## config.mk

```make
export PLATFORM = sky130hd
export DESIGN_NAME = epir_pin_request
export DESIGN_NICKNAME = d
export VERILOG_FILES = /design/src/shared/epir_pkg.sv /design/src/hw/epir_pin_request.sv
export VERILOG_INCLUDE_DIRS = /design/src /design/src/shared
export SDC_FILE = /design/constraint.sdc
export NUM_CORES = 1
export LEC_CHECK = 0
export BUFFER_PORTS_ARGS = -buffer_cell sky130_fd_sc_hd__buf_2
export CAP_MARGIN = 10
export CORE_ASPECT_RATIO = 0.9
export CORE_MARGIN = 4
export CORE_UTILIZATION = 35
export DETAILED_ROUTE_END_ITERATION = 10
export GPL_ROUTABILITY_DRIVEN = 0
export PLACE_DENSITY = 0.74
export SETUP_SLACK_MARGIN = 0.3
export SYNTH_ARGS = -nofsm -noshare
export SYNTH_HDL_FRONTEND = slang
export SYNTH_SLANG_ARGS = --single-unit
export TNS_END_PERCENT = 5
```

## constraint.sdc

```tcl
create_clock -name aclk -period 2.2 [get_ports aclk]
set_clock_uncertainty 0.05 [all_clocks]
set_input_delay 0.33 -clock aclk [delete_from_list [all_inputs] [get_ports aclk]]
set_output_delay 0.33 -clock aclk [all_outputs]
set_load 0.02 [all_outputs]
```

## src/shared/epir_defines.svh

```systemverilog
// Register offsets, field positions and reset values of the pin request block
`ifndef EPIR_DEFINES_SVH
`define EPIR_DEFINES_SVH
`define EPIR_CTRL_STATUS_OFS 4'h0
`define EPIR_EVT_STATUS_OFS 4'h4
`define EPIR_EVT_MASK_OFS 4'h8
`define EPIR_BIT_MODE 0
`define EPIR_BIT_IE 1
`define EPIR_BIT_ACK 2
`define EPIR_BIT_FLAG 3
`define EPIR_BIT_PE 4
`define EPIR_BIT_POL 5
`define EPIR_BIT_PDD 6
`define EPIR_CTRL_RESET 8'h00
`define EPIR_EVT_W 2
`define EPIR_EVT_EDGE 0
`define EPIR_EVT_FLAG 1
`define EPIR_RESP_OKAY 2'h0
`define EPIR_RESP_SLVERR 2'h2
`endif

```

## src/shared/epir_pkg.sv

```systemverilog
// Types of the pin request block
package epir_pkg;
    typedef struct packed {
        logic pdd;
        logic pol;
        logic pe;
        logic ie;
        logic mode;
    } epir_ctrl_s;
    typedef enum logic [0:0] {
        EPIR_W_IDLE,
        EPIR_W_RESP
    } epir_wr_e;
    typedef struct packed {
        logic pull_enable;
        logic pull_up;
        logic pull_down;
    } epir_pull_s;
endpackage

```

## src/hw/epir_pin_request.sv

```systemverilog
// External pin interrupt request with AXI4-Lite registers
// What this block does
// RULE_01: Pin-enable bit 4 gates pin request detection
// RULE_02: Polarity bit 5: 0 falling/low, 1 rising/high
// RULE_03: Rising polarity swaps pull-up for pull-down
// RULE_04: Pull-disable bit 6 turns pull off when enabled
// RULE_05: Read-only request flag at bit 3
// RULE_06: Acknowledge bit 2 clears flag, reads zero
// RULE_07: Level mode: acknowledge fails while pin asserted
// RULE_08: Interrupt-enable bit 1 drives processor request
// RULE_09: Mode bit 0: edge-only or edge-and-level
// RULE_10: Edge is deasserted-to-asserted; level holds flag
// RULE_11: Enabling pin sets flag; software acknowledges first
// RULE_12: Synchronous monitor; asynchronous wake in stop
// RULE_13: Two-stage synchroniser before detection
// RULE_14: Edge with acknowledge keeps flag set
//
// Local design decisions: the address map and the AXI4-Lite register port.
`timescale 1ns/100ps
`include "epir_defines.svh"
module epir_pin_request
    import epir_pkg::*;
(
    // Clock and reset
    input wire logic aclk,
    input wire logic aresetn,
    // AXI4-Lite slave
    input wire logic [3:0] s_axi_awaddr,
    input wire logic s_axi_awvalid,
    output logic s_axi_awready,
    input wire logic [31:0] s_axi_wdata,
    input wire logic [3:0] s_axi_wstrb,
    input wire logic s_axi_wvalid,
    output logic s_axi_wready,
    output logic [1:0] s_axi_bresp,
    output logic s_axi_bvalid,
    input wire logic s_axi_bready,
    input wire logic [3:0] s_axi_araddr,
    input wire logic s_axi_arvalid,
    output logic s_axi_arready,
    output logic [31:0] s_axi_rdata,
    output logic [1:0] s_axi_rresp,
    output logic s_axi_rvalid,
    input wire logic s_axi_rready,
    // Request pin and pull control
    input wire logic req_pin,
    output epir_pull_s pull,
    // Stop-mode wake and processor requests
    input wire logic clocks_stopped,
    output logic wake_req,
    output logic cpu_irq,
    output logic irq
);
    // Register state
    epir_ctrl_s ctrl_r, ctrl_nxt;
    logic flag_r, flag_nxt;
    logic [`EPIR_EVT_W-1:0] evt_r, evt_nxt, mask_r, mask_nxt;
    logic sync1_r, sync2_r, prev_r, sync_nxt, prev_nxt;
    epir_wr_e wst_r, wst_nxt;
    logic aw_got_r, aw_got_nxt, w_got_r, w_got_nxt;
    logic [3:0] awaddr_r, awaddr_nxt;
    logic [31:0] wdata_r, wdata_nxt;
    logic wstrb0_r, wstrb0_nxt;
    logic [1:0] bresp_r, bresp_nxt;
    logic rvalid_r, rvalid_nxt;
    logic [31:0] rdata_r, rdata_nxt;
    logic [1:0] rresp_r, rresp_nxt;
    logic pull_en_r, pull_up_r, pull_dn_r;
    logic pull_en_nxt, pull_up_nxt, pull_dn_nxt;
    logic cpu_irq_r, cpu_irq_nxt, irq_r, irq_nxt;

    function automatic logic addr_hit(input logic [3:0] a);
        addr_hit = (a == `EPIR_CTRL_STATUS_OFS) || (a == `EPIR_EVT_STATUS_OFS) ||
                   (a == `EPIR_EVT_MASK_OFS);
    endfunction

    // Pin level as asserted in the chosen polarity
    function automatic logic asserted(input logic lvl, input logic pol);
        asserted = pol ? lvl : ~lvl; // see RULE_02
    endfunction

    logic do_write, ack_wr, pin_asserted, edge_evt, level_hold, pe_rise;
    logic [7:0] ctrl_rd;

    always_comb begin
        ctrl_rd = 8'h00;
        ctrl_rd[`EPIR_BIT_MODE] = ctrl_r.mode;
        ctrl_rd[`EPIR_BIT_IE] = ctrl_r.ie;
        ctrl_rd[`EPIR_BIT_ACK] = 1'b0; // see RULE_06
        ctrl_rd[`EPIR_BIT_FLAG] = flag_r; // see RULE_05
        ctrl_rd[`EPIR_BIT_PE] = ctrl_r.pe;
        ctrl_rd[`EPIR_BIT_POL] = ctrl_r.pol;
        ctrl_rd[`EPIR_BIT_PDD] = ctrl_r.pdd;
    end

    // Synchroniser and edge detection
    always_comb begin
        sync_nxt = sync1_r; // see RULE_13
        prev_nxt = sync2_r;
        pin_asserted = ctrl_r.pe && asserted(sync2_r, ctrl_r.pol); // see RULE_01
        // Old level is judged under the current polarity, so a polarity flip alone
        // never looks like an edge; software should acknowledge after reconfiguring
        edge_evt = pin_asserted && !asserted(prev_r, ctrl_r.pol); // see RULE_10
        level_hold = ctrl_r.mode && pin_asserted; // see RULE_09
    end

    // Bus write side
    always_comb begin
        wst_nxt = wst_r;
        aw_got_nxt = aw_got_r;
        w_got_nxt = w_got_r;
        awaddr_nxt = awaddr_r;
        wdata_nxt = wdata_r;
        wstrb0_nxt = wstrb0_r;
        bresp_nxt = bresp_r;
        do_write = 1'b0;
        s_axi_awready = (wst_r == EPIR_W_IDLE) && !aw_got_r;
        s_axi_wready = (wst_r == EPIR_W_IDLE) && !w_got_r;
        case (wst_r)
            EPIR_W_IDLE: begin
                if (s_axi_awvalid && s_axi_awready) begin
                    aw_got_nxt = 1'b1;
                    awaddr_nxt = s_axi_awaddr;
                end
                if (s_axi_wvalid && s_axi_wready) begin
                    w_got_nxt = 1'b1;
                    wdata_nxt = s_axi_wdata;
                    wstrb0_nxt = s_axi_wstrb[0];
                end
                if (aw_got_r && w_got_r) begin
                    do_write = wstrb0_r && addr_hit(awaddr_r);
                    bresp_nxt = addr_hit(awaddr_r) ? `EPIR_RESP_OKAY : `EPIR_RESP_SLVERR;
                    aw_got_nxt = 1'b0;
                    w_got_nxt = 1'b0;
                    wst_nxt = EPIR_W_RESP;
                end
            end
            EPIR_W_RESP: begin
                if (s_axi_bready) begin
                    wst_nxt = EPIR_W_IDLE;
                end
            end
            default: begin
                wst_nxt = EPIR_W_IDLE;
            end
        endcase
    end

    // Register updates, flag and events
    always_comb begin
        ctrl_nxt = ctrl_r;
        mask_nxt = mask_r;
        evt_nxt = evt_r;
        ack_wr = 1'b0;
        pe_rise = 1'b0;
        if (do_write && awaddr_r == `EPIR_CTRL_STATUS_OFS) begin
            ctrl_nxt.mode = wdata_r[`EPIR_BIT_MODE];
            ctrl_nxt.ie = wdata_r[`EPIR_BIT_IE];
            ctrl_nxt.pe = wdata_r[`EPIR_BIT_PE];
            ctrl_nxt.pol = wdata_r[`EPIR_BIT_POL];
            ctrl_nxt.pdd = wdata_r[`EPIR_BIT_PDD];
            ack_wr = wdata_r[`EPIR_BIT_ACK]; // see RULE_06
            pe_rise = wdata_r[`EPIR_BIT_PE] && !ctrl_r.pe;
        end
        if (do_write && awaddr_r == `EPIR_EVT_MASK_OFS) begin
            mask_nxt = wdata_r[`EPIR_EVT_W-1:0];
        end
        if (do_write && awaddr_r == `EPIR_EVT_STATUS_OFS) begin
            evt_nxt = evt_r & ~wdata_r[`EPIR_EVT_W-1:0];
        end
        // A write that enables the pin sets the flag; it must be acknowledged
        // before interrupts are enabled
        flag_nxt = flag_r;
        if (ack_wr) begin
            flag_nxt = 1'b0; // see RULE_06
        end
        if (edge_evt || level_hold || pe_rise) begin
            flag_nxt = 1'b1; // see RULE_07 see RULE_11 see RULE_14
        end
        if (!ctrl_nxt.pe && !ctrl_r.pe) begin
            flag_nxt = flag_nxt && !ack_wr;
        end
        // Hardware sets win over the write-one clear
        if (edge_evt) begin
            evt_nxt[`EPIR_EVT_EDGE] = 1'b1;
        end
        if (flag_nxt && !flag_r) begin
            evt_nxt[`EPIR_EVT_FLAG] = 1'b1;
        end
        cpu_irq_nxt = ctrl_nxt.ie && flag_nxt; // see RULE_08
        irq_nxt = |(evt_nxt & mask_nxt);
        // Pull device follows pin enable, polarity and disable
        pull_en_nxt = ctrl_nxt.pe && !ctrl_nxt.pdd; // see RULE_04
        pull_up_nxt = pull_en_nxt && !ctrl_nxt.pol; // see RULE_03
        pull_dn_nxt = pull_en_nxt && ctrl_nxt.pol; // see RULE_03
    end

    // Bus read side
    always_comb begin
        rvalid_nxt = rvalid_r;
        rdata_nxt = rdata_r;
        rresp_nxt = rresp_r;
        s_axi_arready = !rvalid_r;
        if (rvalid_r && s_axi_rready) begin
            rvalid_nxt = 1'b0;
        end
        if (s_axi_arvalid && s_axi_arready) begin
            rvalid_nxt = 1'b1;
            rresp_nxt = addr_hit(s_axi_araddr) ? `EPIR_RESP_OKAY : `EPIR_RESP_SLVERR;
            case (s_axi_araddr)
                `EPIR_CTRL_STATUS_OFS: rdata_nxt = {24'h000000, ctrl_rd};
                `EPIR_EVT_STATUS_OFS: rdata_nxt = {30'h0, evt_r};
                `EPIR_EVT_MASK_OFS: rdata_nxt = {30'h0, mask_r};
                default: rdata_nxt = 32'h00000000;
            endcase
        end
    end

    always_ff @(posedge aclk) begin
        if (!aresetn) begin
            ctrl_r <= '0;
            flag_r <= 1'b0;
            evt_r <= '0;
            mask_r <= '0;
            sync1_r <= 1'b0;
            sync2_r <= 1'b0;
            prev_r <= 1'b0;
            wst_r <= EPIR_W_IDLE;
            aw_got_r <= 1'b0;
            w_got_r <= 1'b0;
            awaddr_r <= 4'h0;
            wdata_r <= 32'h00000000;
            wstrb0_r <= 1'b0;
            bresp_r <= 2'h0;
            rvalid_r <= 1'b0;
            rdata_r <= 32'h00000000;
            rresp_r <= 2'h0;
            pull_en_r <= 1'b0;
            pull_up_r <= 1'b0;
            pull_dn_r <= 1'b0;
            cpu_irq_r <= 1'b0;
            irq_r <= 1'b0;
        end else begin
            ctrl_r <= ctrl_nxt;
            flag_r <= flag_nxt;
            evt_r <= evt_nxt;
            mask_r <= mask_nxt;
            sync1_r <= req_pin; // see RULE_13
            sync2_r <= sync_nxt;
            prev_r <= prev_nxt;
            wst_r <= wst_nxt;
            aw_got_r <= aw_got_nxt;
            w_got_r <= w_got_nxt;
            awaddr_r <= awaddr_nxt;
            wdata_r <= wdata_nxt;
            wstrb0_r <= wstrb0_nxt;
            bresp_r <= bresp_nxt;
            rvalid_r <= rvalid_nxt;
            rdata_r <= rdata_nxt;
            rresp_r <= rresp_nxt;
            pull_en_r <= pull_en_nxt;
            pull_up_r <= pull_up_nxt;
            pull_dn_r <= pull_dn_nxt;
            cpu_irq_r <= cpu_irq_nxt;
            irq_r <= irq_nxt;
        end
    end

    // Wake path is pure gating so it works with the clock stopped
    assign wake_req = clocks_stopped && ctrl_r.pe && asserted(req_pin, ctrl_r.pol); // see RULE_12
    assign s_axi_bvalid = (wst_r == EPIR_W_RESP);
    assign s_axi_bresp = bresp_r;
    assign s_axi_rvalid = rvalid_r;
    assign s_axi_rdata = rdata_r;
    assign s_axi_rresp = rresp_r;
    assign pull = '{pull_enable: pull_en_r, pull_up: pull_up_r, pull_down: pull_dn_r};
    assign cpu_irq = cpu_irq_r;
    assign irq = irq_r;
endmodule

```

# Word-level counts from Yosys, hierarchy flattened
# Index checks and enable logic that the tools add are counted.
dict set report word_totals {
  ff_bits 70
  input_bits 53
  output_inout_bits 47
  wordCells 115
}
dict set report op_classes {
  n_eq_ne 4
  mux 27
  bitwise 7
  reduce_logical 51
}
# cell count
set ops {}
lappend ops {{1-bit logical AND} 24}
lappend ops {{7-bit case mux with 3 select lines} 1}
lappend ops {{1-bit two-way mux} 20}
lappend ops {{1-bit zero test} 10}
lappend ops {{2-bit AND reduction} 5}
lappend ops {{4-bit by 3-bit == test with 1-bit output, second input constant} 2}
lappend ops {{4-bit == test, second input constant} 2}
lappend ops {{4-bit zero test} 2}
lappend ops {{2-bit two-way mux} 4}
lappend ops {{1-bit logical OR} 6}
lappend ops {{2-bit nonzero test} 3}
lappend ops {{5-bit two-way mux} 1}
lappend ops {{2-bit bitwise AND} 2}
lappend ops {{1-bit NOT} 4}
lappend ops {{2-bit NOT} 1}
lappend ops {{1-bit case mux with 2 select lines} 1}
lappend ops {{2-bit OR reduction} 1}

# Longest topological paths before layout
dict set report depth {
  ltp_word 16
  ltp_mapped 5
  depth_no_buf 4
}

# Worst setup path before layout
# Ideal clock, no wire load.
dict set report synth_path {
  path_type {flip-flop to flip-flop}
  from {register wst_r (netlist: s_axi_bvalid)}
  to {register pull_dn_r}
  setup_time_ps 116
  t_arrival_ps 1468
  required_time_ps 2034
  setup_slack_ps 566
  stages_incl_launch_ff 6
  n_path_buf 1
  period_less_slack_ps 1634
  path_cell_list {dfxtp_1 and3b_1 buf_2 nand3_2 mux2i_1 and3b_1}
}
dict set report synth_via {
  elab_chain_len 6
}
# item line
set synth_rtl {}
lappend synth_rtl {{start: declaration} epir_pin_request.sv:59} ;# epir_wr_e wst_r, wst_nxt;
lappend synth_rtl {{start signal: assignment} epir_pin_request.sv:251} ;# wst_r <= wst_nxt;
lappend synth_rtl {{1-bit two-way mux *} epir_pin_request.sv:119} ;# case (wst_r)
lappend synth_rtl {{1-bit logical AND (no line) *} --}
lappend synth_rtl {{5-bit two-way mux *} epir_pin_request.sv:156} ;# if (do_write && awaddr_r == `EPIR_CTRL_STATUS_OFS) begin
lappend synth_rtl {{1-bit zero test} epir_pin_request.sv:193} ;# pull_en_nxt = ctrl_nxt.pe && !ctrl_nxt.pdd;
lappend synth_rtl {{1-bit logical AND} epir_pin_request.sv:193}
lappend synth_rtl {{1-bit logical AND *} epir_pin_request.sv:195} ;# pull_dn_nxt = pull_en_nxt && ctrl_nxt.pol;
lappend synth_rtl {{end signal: assignment} epir_pin_request.sv:263} ;# pull_dn_r <= pull_dn_nxt;
lappend synth_rtl {{end: declaration} epir_pin_request.sv:68} ;# logic pull_en_r, pull_up_r, pull_dn_r;
# Mark *: on every way between the ends. The rest lies on a longest branch, timed or not.
# A chain may end at the register's enable or synchronous reset.

# Worst setup path in the final report
dict set report layout_path {
  from {register awaddr_r[3]}
  to {register pull_dn_r}
}
dict set report layout_via {
  elab_chain_len 11
  elab_cells_between_ends 13
  cone_classes {eq/ne (2); mux (3); reduce/logical (8)}
}
# item line
set layout_rtl {}
lappend layout_rtl {{start: declaration} epir_pin_request.sv:61} ;# logic [3:0] awaddr_r, awaddr_nxt;
lappend layout_rtl {{start signal: assignment} epir_pin_request.sv:254} ;# awaddr_r <= awaddr_nxt;
lappend layout_rtl {{4-bit by 3-bit == test with 1-bit output (no line) or 4-bit zero test (tied branches)} --}
lappend layout_rtl {{1-bit logical OR (2 in series)} epir_pin_request.sv:73} ;# addr_hit = (a == `EPIR_CTRL_STATUS_OFS) || (a == `EPIR_EVT_STATUS_OFS) ||
lappend layout_rtl {{1-bit logical AND} epir_pin_request.sv:131} ;# do_write = wstrb0_r && addr_hit(awaddr_r);
lappend layout_rtl {{1-bit two-way mux} epir_pin_request.sv:130} ;# if (aw_got_r && w_got_r) begin
lappend layout_rtl {{1-bit two-way mux} epir_pin_request.sv:119}
lappend layout_rtl {{1-bit logical AND (no line) *} --}
lappend layout_rtl {{5-bit two-way mux *} epir_pin_request.sv:156}
lappend layout_rtl {{1-bit zero test} epir_pin_request.sv:193}
lappend layout_rtl {{1-bit logical AND} epir_pin_request.sv:193}
lappend layout_rtl {{1-bit logical AND *} epir_pin_request.sv:195}
# Marks and branches as above.

==> impl_metrics.tcl <==
set metrics [dict create \
    outcome "completed" \
    floorplan.die.width_um 87.1 \
    worst_hold_path_type "in2reg" \
    reg2reg_from "awaddr_r[3]" \
    timing_max_transition_violations_final 0 \
    number_of_antenna_violations_at_the_first_check_in_global_routing 0 \
    antenna-diode-count 0 \
    timing.final.crit_period_ns 1.74 \
    max_stage_delay_ns 0.37 \
    drt_first_pass_iters 4 \
    cp.arrival_ns 1.88 \
    setup_violations 0 \
    p_sw_frac 0.249 \
    power.ir.vdd_worst_uv 238 \
    power.density_nw_per_um2 719 \
    min_delay_path_depth 2 \
    timing.critical_path.buf_inv 0 \
    cp_top_delay_family "simple AND/OR/NAND/NOR gates" \
    clock_tree_from_tritoncts "built" \
    design.final.nets 296 \
    area_growth_syn_to_layout_pct 13.5 \
    gr-usage-all-layers 0.113 \
    htree_levels 2 \
    routed_via_density 4.61 \
    cell_internal_pwr_mw 1.21 \
    core_um2 5350 \
    synth_top_cells_by_area "dfxtp_1 (42%), buf_4 (12%), mux2i_1 (9.7%)" \
    num_io_pins 100 \
    postSynthRegisterBits 41 \
    critical_path.startpoint_type "flop" \
    dp_hpwl_mm 3.00 \
    totalWireLength_mm 3.91 \
    layout.cells.most_common "buf_2" \
    critPathMaxFanout 8 \
    unrepaired_setup_endpoints_after_global_routing "no" \
    port_buffers 42 \
    share_of_power_burned_in_the_clock_network 0.391 \
    clock_tree.buffer_depth 2 \
    route.detailed.drc 0 \
    grt_overflow_total 0 \
    mappedNetlistArea_um2 1970 \
    syn_area_per_cell_um2 9.65 \
    count_of_antenna_violating_nets_left_after_detailed_routing 0 \
    slowest_stage "nor4b_2" \
    clkSlewWorstSetupHoldPaths_ns 0.08 \
    worstSetupStartpoint "awaddr_r[3]" \
    setup_tns_ns 0 \
    critical_path_depth 4 \
    ctsRootBufferMaster "clkbuf_8" \
    routed-via-count 1435 \
    wire_length_of_the_first_global_routing_pass_mm 6.11 \
    required_ns 2.35 \
    yosys_warnings 0 \
    achievable-frequency_mhz 576 \
    postSynthCellCount 204 \
    clk-insertion-delay-late_ns 0.30 \
    final_hold_fails 0 \
    numClockSinks 41 \
    tritoncts.num_buffers 5 \
    timing.hold.ws_ns 0.208 \
    die_h_um 79.2 \
    worst_slew_margin_relative_to_its_limit 0.577 \
    net-switching-power_mw 0.401 \
    sequential_to_total_area_share_from_yosys_stat 0.417 \
    power_frac_comb 0.117 \
    crit_type "reg2reg" \
    timing.reg2reg.worst_path_depth 4 \
    cts_setup_buffers 0 \
    post-synth-top-area-cell "dfxtp_1" \
    layout-drive-gt1-share 0.238 \
    dieArea_um2 6890 \
    end_kind "flop" \
    start_util 0.368 \
    grt_max_degree 23 \
    worst_pin_slew_ns 0.633 \
    sequential_fraction_of_design_power 0.492 \
    drt_first_iter_violations 58 \
    number_of_global_route_vias_before_repair 1370 \
    route.detailed.wl_per_inst_um 12.6 \
    worst_hold_startpoint "req_pin" \
    final_cycle_utilization_of_the_critical_path 0.789 \
    most-common-layout-cells "buf_2 (42), dfxtp_1 (41), conb_1 (28)" \
    yosys.area.top_type_share 0.417 \
    cellLeakagePower_nw 0.991 \
    max-cap-violations 0 \
    row_count 25 \
    timing.critical_path.cells "nor4b_2 -> nand3_2 -> mux2i_2 -> and3b_1" \
    cts-resized-gates 0 \
    hold_fix_buffers_cts 0 \
    synth_cell_types 41 \
]
[synthesized netlist by cell type, drive strengths merged]
library cell  instances
dfxtp                41
buf                  33
nor2b                22
mux2i                19
and2                  8
nand2                 7
nor2                  7
a22oi                 6
clkbuf                6
inv                   6
nand2b                5
nor3b                 5
a21oi                 4
o21ai                 4
and3b                 3
nand3b                3
a2111oi               2
a22o                  2
and3                  2
nor4b                 2
xnor2                 2
conb                  1
nand3                 1
nand4                 1
nand4bb               1
nor3                  1
nor4                  1
o2111ai               1
o211a                 1
o211ai                1
o221ai                1
o22ai                 1
o311ai                1
o31ai                 1
or4b                  1
xor2                  1
[power by group through the flow]
stage          Clock, mW  Sequential, mW  Combinational [mW]
2_1_floorplan          0           0.808               0.170
3_3_place_gp           0           0.806               0.185
3_5_place_dp           0           0.808               0.189
4_1_cts            0.644           0.790               0.189
5_1_grt            0.678           0.795               0.207
6_report           0.628           0.791               0.189
[metrics by stage]
stage	setup WS, ns	instances	util	power (mW)	area (um2)
after detailed placement	0.467	303	0.396	0.997	2120
after global placement	0.484	303	0.396	0.991	2120
after global routing	0.318	311	0.418	1.68	2240
after floorplan	0.566	231	-	0.978	2070
after CTS	0.456	311	0.417	1.62	2230
final	0.464	311	0.418	1.61	2240
[path summary, 6_finish.rpt]
check | endpoint | slack [ns]
worst min-delay path | sync1_r | 0.21
worst min register to register | prev_nxt | 0.39
worst max register to register | pull_dn_r | 0.46
worst max-delay path | pull_dn_r | 0.46
[registers in the layout (all words and copies together), names as in the netlist, 2 cells and up]
name / flops
s_axi_rdata: 6
wdata_r: 6
ctrl_r: 5
awaddr_r: 4
evt_r: 2
mask_r: 2
[cells by family after synthesis]
family	count (synthesis)	synth area share
and+or+nand+nor	70	0.233
DFF	41	0.417
AOI/OAI and AO/OA	25	0.0934
other	1	0.00190
xor gates and xnor gates	3	0.0133
buffers and inverters	45	0.145
muxes	19	0.0966
[metal layers]
metal / wire, um / track usage / vias up
met1: 1680 / 0.133 / 671
met3: 246 / 0.0456 / 7
met2: 1920 / 0.184 / 38
met5: 0 / 0 / -
li1: - / - / 719
met4: 63 / 0.0436 / 0
[worst reg2reg max path: stages, from the launching register on]
cell	delay [ns]
dfxtp_1	0.36
nor4b_2	0.37
nand3_2	0.29
mux2i_2	0.36
and3b_1	0.21
[layout make-up]
class                      instances  area (um2)
tap                               67        83.8
clock buffer                       7        86.3
clock inverter                     1        30.0
fill                             529        3110
timing repair buffer              44         225
inverter                           6        22.5
multi-input combinational        145         967
sequential                        41         821
(Power assumes the default switching activity.)
